File: src/rtl/bcad_map.svh
// Address map constants for the backplane configuration address decode
`ifndef BCAD_MAP_SVH
`define BCAD_MAP_SVH
`define BCAD_LA_DYNAMIC 8'hff
`define BCAD_LA_RESET 8'hff
`define BCAD_CFG_PREFIX 2'h3
`define BCAD_OFF_ID 6'h00
`define BCAD_OFF_TYPE 6'h02
`define BCAD_OFF_STATUS 6'h04
`define BCAD_OFF_OFFSET 6'h06
`define BCAD_OFF_ATTR 6'h08
`define BCAD_OFF_SER_HI 6'h0a
`define BCAD_OFF_SER_LO 6'h0c
// Arbitrary identity values
`define BCAD_MAKER_ID 12'h5a5
`define BCAD_MODEL_ID 12'h123
`define BCAD_SERIAL_HI 16'h0000
`define BCAD_SERIAL_LO 16'h0001
`define BCAD_SERIAL {`BCAD_SERIAL_HI, `BCAD_SERIAL_LO}
`define BCAD_CLASS_REG 2'h3
`define BCAD_ADDR_SPACE_A32 2'h1
`define BCAD_SIZE_16M 4'h8
`define BCAD_SIZE_32M 4'h9
`define BCAD_OFFSET_RESET 16'h0000
`define BCAD_WIN16_MASK 8'hff
`define BCAD_WIN32_MASK 8'hfe
`endif

File: src/rtl/bcad_pkg.sv
// Types for the backplane configuration address decode
package bcad_pkg;
  typedef enum logic [1:0] {
    BCAD_IDLE = 2'b00,
    BCAD_ACK = 2'b01,
    BCAD_DONE = 2'b11
  } bcad_state_t;
  typedef struct packed {
    logic req;
    logic wr;
    logic a32;
    logic d32;
    logic [31:0] addr;
    logic [31:0] wdata;
  } bcad_req_t;
  typedef struct packed {
    logic ack;
    logic [31:0] rdata;
  } bcad_rsp_t;
endpackage : bcad_pkg

File: src/rtl/bcad_decode.sv
// Configuration block and window address decode for a backplane module
`timescale 1ns/10ps
`include "bcad_map.svh"
module bcad_decode (
  input wire logic clock,
  input wire logic rst,
  input wire logic [7:0] la_switch,
  input wire logic opt_32m,
  input wire bcad_pkg::bcad_req_t req,
  output bcad_pkg::bcad_rsp_t rsp,
  output logic op_sel,
  output logic [24:0] op_addr,
  output logic [7:0] la_active,
  output logic dyn_mode
);
  import bcad_pkg::*;

  logic [7:0] sw_sync;
  logic opt_sync;
  logic [7:0] la_reg_ff;
  logic [7:0] nxt_la_reg;
  logic [15:0] offset_ff;
  logic [15:0] nxt_offset;
  bcad_state_t state_ff;
  bcad_state_t nxt_state;
  logic [31:0] rdata_ff;
  logic [31:0] nxt_rdata;
  logic op_sel_ff;
  logic nxt_op_sel;
  logic [24:0] op_addr_ff;
  logic [24:0] nxt_op_addr;
  logic cfg_hit;
  logic win_hit;
  logic [7:0] win_mask;
  logic [5:0] cfg_off;
  logic [31:0] cfg_word;

  bcad_sync2 #(.W(8)) u_sw (
    .clock(clock),
    .rst(rst),
    .din(la_switch),
    .dout(sw_sync)
  );

  bcad_sync2 #(.W(1)) u_opt (
    .clock(clock),
    .rst(rst),
    .din(opt_32m),
    .dout(opt_sync)
  );

  // Switch of all ones hands the address to software
  assign dyn_mode = (sw_sync == `BCAD_LA_DYNAMIC);
  assign la_active = dyn_mode ? la_reg_ff : sw_sync;

  assign cfg_off = req.addr[5:0];
  assign cfg_hit = req.req && !req.a32
    && (req.addr[15:14] == `BCAD_CFG_PREFIX)
    && (req.addr[13:6] == la_active);
  assign win_mask = opt_sync ? `BCAD_WIN32_MASK : `BCAD_WIN16_MASK;
  assign win_hit = req.req && req.a32
    && ((req.addr[31:24] & win_mask) == (offset_ff[15:8] & win_mask));

  // Configuration read mux, word aligned pairs of 16-bit registers
  always_comb begin
    cfg_word = 32'h0000_0000;
    case ({cfg_off[5:2], 2'b00})
      `BCAD_OFF_ID: begin
        cfg_word = {`BCAD_CLASS_REG, `BCAD_ADDR_SPACE_A32, `BCAD_MAKER_ID,
          4'h0, `BCAD_MODEL_ID};
      end
      `BCAD_OFF_STATUS: begin
        cfg_word = {8'h00, la_active, offset_ff};
      end
      `BCAD_OFF_ATTR: begin
        cfg_word = {{12'h000, opt_sync ? `BCAD_SIZE_32M : `BCAD_SIZE_16M},
          `BCAD_SERIAL_HI};
      end
      `BCAD_OFF_SER_LO: begin
        cfg_word = {`BCAD_SERIAL_LO, 16'h0000};
      end
      default: begin
        cfg_word = 32'h0000_0000;
      end
    endcase
  end

  always_comb begin
    nxt_state = state_ff;
    nxt_la_reg = la_reg_ff;
    nxt_offset = offset_ff;
    nxt_rdata = rdata_ff;
    nxt_op_sel = 1'b0;
    nxt_op_addr = op_addr_ff;
    case (state_ff)
      BCAD_IDLE: begin
        if (cfg_hit) begin
          nxt_state = BCAD_ACK;
          if (req.d32) begin
            nxt_rdata = cfg_word;
          end else begin
            nxt_rdata = {16'h0000,
              cfg_off[1] ? cfg_word[15:0] : cfg_word[31:16]};
          end
          if (req.wr && cfg_off == `BCAD_OFF_ID && dyn_mode) begin
            nxt_la_reg = req.wdata[7:0];
          end
          if (req.wr && cfg_off == `BCAD_OFF_OFFSET) begin
            nxt_offset = req.wdata[15:0];
          end
        end else if (win_hit) begin
          nxt_state = BCAD_ACK;
          nxt_op_sel = 1'b1;
          nxt_op_addr = req.addr[24:0];
          nxt_rdata = 32'h0000_0000;
        end
      end
      BCAD_ACK: begin
        nxt_state = BCAD_DONE;
      end
      BCAD_DONE: begin
        if (!req.req) begin
          nxt_state = BCAD_IDLE;
        end
      end
      default: begin
        nxt_state = BCAD_IDLE;
      end
    endcase
  end

  always_ff @(posedge clock) begin
    if (rst) begin
      state_ff <= BCAD_IDLE;
      la_reg_ff <= `BCAD_LA_RESET;
      offset_ff <= `BCAD_OFFSET_RESET;
      rdata_ff <= 32'h0000_0000;
      op_sel_ff <= 1'b0;
      op_addr_ff <= 25'h000_0000;
    end else begin
      state_ff <= nxt_state;
      la_reg_ff <= nxt_la_reg;
      offset_ff <= nxt_offset;
      rdata_ff <= nxt_rdata;
      op_sel_ff <= nxt_op_sel;
      op_addr_ff <= nxt_op_addr;
    end
  end

  assign rsp.ack = (state_ff == BCAD_ACK);
  assign rsp.rdata = rdata_ff;
  assign op_sel = op_sel_ff;
  assign op_addr = op_addr_ff;
endmodule : bcad_decode

File: src/rtl/bcad_sync2.sv
// Two flip-flop synchroniser for switch inputs
`timescale 1ns/10ps
module bcad_sync2 #(
  parameter int W = 8
) (
  input wire logic clock,
  input wire logic rst,
  input wire logic [W-1:0] din,
  output logic [W-1:0] dout
);
  logic [W-1:0] s1_ff;
  logic [W-1:0] s2_ff;
  logic [W-1:0] nxt_s1;
  logic [W-1:0] nxt_s2;
  always_comb begin
    nxt_s1 = din;
    nxt_s2 = s1_ff;
  end
  always_ff @(posedge clock) begin
    if (rst) begin
      s1_ff <= '1;
      s2_ff <= '1;
    end else begin
      s1_ff <= nxt_s1;
      s2_ff <= nxt_s2;
    end
  end
  assign dout = s2_ff;
endmodule : bcad_sync2

File: config.mk
export PLATFORM = sky130hd
export DESIGN_NAME = bcad_decode
export DESIGN_NICKNAME = d
export VERILOG_FILES = /design/src/rtl/bcad_pkg.sv /design/src/rtl/bcad_decode.sv /design/src/rtl/bcad_sync2.sv
export VERILOG_INCLUDE_DIRS = /design/src /design/src/rtl
export SDC_FILE = /design/constraint.sdc
export NUM_CORES = 1
export LEC_CHECK = 0
export ABC_AREA = 1
export BUFFER_PORTS_ARGS = -buffer_cell sky130_fd_sc_hd__buf_2
export CAP_MARGIN = 20
export CORE_ASPECT_RATIO = 0.6
export CORE_UTILIZATION = 56
export CTS_BUF_LIST = sky130_fd_sc_hd__clkbuf_8
export CTS_CLUSTER_DIAMETER = 60
export DETAILED_ROUTE_END_ITERATION = 7
export MAX_ROUTING_LAYER = met4
export PLACE_DENSITY = 0.87
export SLEW_MARGIN = 10
export SYNTH_ARGS = -nofsm -noshare
export SYNTH_HDL_FRONTEND = slang
export SYNTH_SLANG_ARGS = --single-unit
File: constraint.sdc
create_clock -name clock -period 5.2 [get_ports clock]
set_input_delay 0.52 -clock clock [delete_from_list [all_inputs] [get_ports clock]]
set_output_delay 0.52 -clock clock [all_outputs]
set_load 0.01 [all_outputs]
-- After elaboration in Yosys (flattened, before gate mapping)
Cells that the tools add are included.
W data, S select, Z words.
- register bits after elaboration: 102
- logic and storage cells: 58
- eq/ne operators: 12
- bitwise logic cells: 4
- reductions and logical operators: 19
- multiplexer cells: 13
- operator list (cell ; count):
    $pmux W32 S4 ; 1
    $mux W32 ; 3
    $and A8 B8 Y8 ; 2
    $eq A8 B8 Y1 ; 2
    $mux W16 ; 1
    $reduce_and A3 Y1 ; 3
    $eq A4 B2 Y1 const B ; 2
    $eq A8 B8 Y1 const B ; 1
    $logic_and A1 B1 Y1 ; 8
    $mux W8 ; 1
    $eq A6 B3 Y1 const B ; 1
    $logic_not A6 Y1 ; 1
    $mux W2 ; 3
    $pmux W2 S3 ; 1
    $eq A2 B2 Y1 const B ; 2
    $eq A4 B1 Y1 const B ; 1
    $logic_not A4 Y1 ; 1
    $reduce_and A2 Y1 ; 2
    $mux W1 ; 3
    $ne A3 B3 Y1 const B ; 1
    $reduce_or A3 Y1 ; 1
    $eq A2 B1 Y1 const B ; 1
    $logic_not A2 Y1 ; 1
    $ne A2 B2 Y1 const B ; 1
    other kinds (3) ; 4

-- Depth between registers and ports, before layout
- depth in word-level cells: 7
- depth in mapped cells: 14

-- Modules after synthesis
From an unflattened synthesis, not the netlist that was laid out.
- cell total of the unflattened synthesis: 616
- area total of the unflattened synthesis: 4454.3 um2
- by module, submodules not included (module ; area an instance (um2) ; cells each ; instances):
    bcad_decode ; 3940.0 ; 559 ; 1
    bcad_sync2 (u_sw) ; 455.4 ; 50 ; 1
    bcad_sync2 (u_opt) ; 58.8 ; 7 ; 1

-- Worst setup path before layout
No wires, ideal clock.
- kind: input port to flip-flop
- start: input req[36] in the netlist's numbering
- end: register la_reg_ff[0]
- stages on the path: 8
- required time: 5070 ps
- arrival: 1822 ps
- slack: 3248 ps
- cell sequence: nor2_1 > nand2_1 > nor2_1 > inv_1 > nor3_2 > nand3_1 > nand2_1 > nand3_1
- cells in the longest elaborated chain, start to end: 4
- RTL lines (element ; line ; RTL):
    from (decl) ; bcad_decode.sv:9 ; input wire bcad_pkg::bcad_req_t req,
    $logic_not A6 Y1 (no line) ; -- ;
    $logic_and A1 B1 Y1 (no line) ; -- ;
    $logic_and A1 B1 Y1 ; bcad_decode.sv:105 ; if (req.wr && cfg_off == `BCAD_OFF_ID && dyn_mode) begin
    $reduce_and A3 Y1 (no line) ; -- ;
    to (signal assigned) ; bcad_decode.sv:135 ; la_reg_ff <= `BCAD_LA_RESET;
    to (signal assigned) ; bcad_decode.sv:142 ; la_reg_ff <= nxt_la_reg;
    to (decl) ; bcad_decode.sv:20 ; logic [7:0] la_reg_ff;
Every way passes these cells.
A chain may end at the register's enable or synchronous reset.

-- Worst setup path after layout
- start: input req[36] in the netlist's numbering
- end: register offset_ff[3]
- cells in the longest elaborated chain, start to end: 3
- RTL lines (element ; line ; RTL):
    $eq A6 B3 Y1 (no line) ; -- ;
    $logic_and A1 B1 Y1 (no line) ; -- ;
    $reduce_and A3 Y1 (no line) ; -- ;
    to (signal assigned) ; bcad_decode.sv:136 ; offset_ff <= `BCAD_OFFSET_RESET;
    to (signal assigned) ; bcad_decode.sv:143 ; offset_ff <= nxt_offset;
    to (decl) ; bcad_decode.sv:22 ; logic [15:0] offset_ff;
Every way passes these cells.

==> results_dict.tcl <==
set metrics [dict create \
    synth_top_area_share_pct 42.7 \
    clock_latency_ns 0.37 \
    grt_max_degree 64 \
    power_frac_seq_pct 54.6 \
    period_minus_slack_ns 2.76 \
    endpoint_kind "flop" \
    gp_congestion 0.953 \
    yosys-top-cells-area "dfxtp_1 (43%), nor2_1 (7.6%), nand2_1 (7.3%)" \
    min_path_cells 2 \
    io_pins 147 \
    wl_per_cell_um 15.0 \
    netSwitchingPower_uw 341 \
    syn_area_um2 4450 \
    drcViolationCount 0 \
    critPathKind "input pin to flop" \
    via_per_inst 5.49 \
    pre_cts_slack_ns 2.16 \
    cp.required_ns 5.46 \
    grt_first_pass_wirelength_um 18800 \
    synth_ff_type "dfxtp_1" \
    num_vias 4466 \
    track_usage_pct 30.9 \
    ant_nets 0 \
    layout-drive-gt1-share_pct 27.1 \
    cts_buffer_depth 2 \
    cp_max_fo 16 \
    finalSetupViolCount 0 \
    ctsHoldBuffers 0 \
    fin_ws_ns 2.44 \
    use_met2_pct 42.4 \
    grt_pass1_vias 3760 \
    clockPowerShare_pct 36.1 \
    slew_headroom_pct 32.0 \
    dp.final_hpwl_um 9070 \
    rows 24 \
    cts.sinks 95 \
    place_area_um2 5020 \
    ctsResizeCount 0 \
    drt-initial-drc-count 466 \
    cap_violations 0 \
    postCtsSetupRepairBufs 0 \
    syn_avg_cell_area_um2 7.40 \
    cts_max_level 3 \
    nets 783 \
    cts_tree "yes" \
    dr.pass1.iters 5 \
    finalSetupTns_ns 0 \
    hold_violations 0 \
    grt-busiest-layer "met1" \
    cts_buffers 9 \
    period_share_pct 53.1 \
    antenna_found_initial 0 \
    design.core.area_um2 7480 \
    area_delta_synth_final_pct 17.5 \
    final_design_area_no_fill_um2 5230 \
    worst_pin_slew_ns 1.02 \
    synth.distinct_cells 37 \
    power_frac_comb_pct 9.3 \
    power_density_nw_per_um2 258 \
    cts_root_buffer "clkbuf_8" \
    synth_cells 602 \
    ys_seq_area_share_pct 42.7 \
    met1_usage_pct 45.1 \
    switching_share_pct 25.3 \
    numPortBuffers 127 \
    arrival_ns 3.02 \
    antennaDiodeCount 0 \
    synth_edf_count 0 \
    die_area_um2 8330 \
    synth_warnings 0 \
    cts.clk_slew.worst_paths_ns 0.09 \
    rsz0062_at_grt "no" \
    p_int_uw 1010 \
    slew_viol_final 0 \
    synth_top_area_cell "dfxtp_1" \
    fin_skew_ns 0.0116 \
    use_met3_pct 7.37 \
    max_freq_ghz 0.362 \
    ff2ff_path_depth 11 \
    leakage_uw 0.00248 \
    min_path_type "input pin to flop" \
    start_kind "input pin" \
    grt_overflow 0 \
    async_flop_share_pct 0 \
    die_h_um 71.1 \
    initial_core_util_pct 59.6 \
    wirelength_um 12200 \
    die_width_um 117 \
    peakVddDrop_mv 0.188 \
    outcome "finished, final reports clean" \
    synth-seq-cells 95 \
]
synth_stat cells (6+ instances only):
library cell / instances
nor3_1: 26
nand3b_1: 6
buf_2: 10
or2_2: 20
o21ai_0: 20
a21oi_1: 33
inv_1: 52
clkbuf_1: 19
nand3_1: 53
nand2_1: 87
nor2_1: 90
buf_4: 9
nor3_2: 11
dfxtp_1: 95
nand4_1: 34
cells in the final DEF (no fill, tap or decap), drive strengths merged:
master | netlist | final
a211oi | 1 | 1
a21oi | 34 | 34
a221oi | 1 | 1
a31oi | 2 | 2
and2 | 2 | 2
buf | 22 | 130
bufinv | 0 | 1
clkbuf | 19 | 10
clkinv | 0 | 1
clkinvlp | 0 | 3
conb | 1 | 3
dfxtp | 95 | 95
inv | 52 | 53
mux2i | 1 | 1
nand2 | 91 | 91
nand3 | 55 | 55
nand3b | 7 | 7
nand4 | 34 | 34
nor2 | 96 | 96
nor3 | 37 | 37
nor4 | 1 | 1
o2111ai | 2 | 2
o211ai | 2 | 2
o21ai | 21 | 21
o21bai | 1 | 1
o22ai | 4 | 4
or2 | 20 | 20
xor2 | 1 | 1
final timing paths:
path	startpoint	end	slack [ns]
setup reg to reg	u_sw.dout[0]	la_reg_ff[5]	2.45
hold / removal	opt_32m	u_opt.nxt_s2	0.33
hold reg to reg	u_sw.nxt_s2[5]	u_sw.dout[5]	0.41
setup / recovery	req[36]	offset_ff[3]	2.44
cells by family (layout without fill, tap and decap cells):
logic type | after synthesis | count (layout) | synth area share [%]
muxes | 1 | 1 | 0.225
DFF | 95 | 95 | 42.7
buffers and inverters | 93 | 198 | 9.38
and+or+nand+nor | 343 | 343 | 38.8
AOI/OAI and AO/OA | 68 | 68 | 8.46
xor gates and xnor gates | 1 | 1 | 0.365
other | 1 | 3 | 0.0842
flip-flops by register name (all words and copies together), names as in the netlist, 2 cells and up:
| register | flops |
|---|---|
| op_addr | 25 |
| rdata_ff | 25 |
| offset_ff | 16 |
| la_reg_ff | 8 |
| u_sw.dout | 8 |
| u_sw.nxt_s2 | 8 |
| state_ff | 2 |
layout make-up:
class / instances / area [µm²]
Clock buffer: 10 / 138
Clock inverter: 6 / 61.3
Fill cell: 639 / 2240
Inverter: 52 / 195
Multi-Input combinational cell: 416 / 2140
Sequential cell: 95 / 1900
Tap cell: 104 / 130
Timing Repair Buffer: 130 / 666
metal layers:
| metal | share of wire (%) | wire [µm] |
|---|---|---|
| met2 | 42 | 5130 |
| met4 | 0.86 | 104 |
| met3 | 9.9 | 1200 |
| met1 | 47 | 5720 |
| met5 | 0 | 0 |
power by group through the flow:
stage / logic (µW) / registers, µW / clock network [µW]
2_1_floorplan: 74.1 / 754 / 0
3_3_place_gp: 121 / 755 / 0
3_5_place_dp: 123 / 755 / 0
4_1_cts: 124 / 738 / 494
5_1_grt: 138 / 739 / 528
6_report: 126 / 738 / 488
critical path: stages:
cell and delay, ns:
buf_2 0.10, nor2_1 0.24, nand2_1 0.17, nor2_1 0.50
nand4_1 0.92, nor3_1 0.46, nor2_1 0.08
stage by stage:
step	power, µW	util (%)	hold slack [ns]	instances
2_1_floorplan	828	-	0.389	604
3_3_place_gp	876	67.1	0.393	796
3_5_place_dp	878	67.1	0.393	796
4_1_cts	1360	69.8	0.320	812
5_1_grt	1400	70.0	0.311	813
6_report	1350	70.0	0.329	813
(Power assumes the default switching activity.)
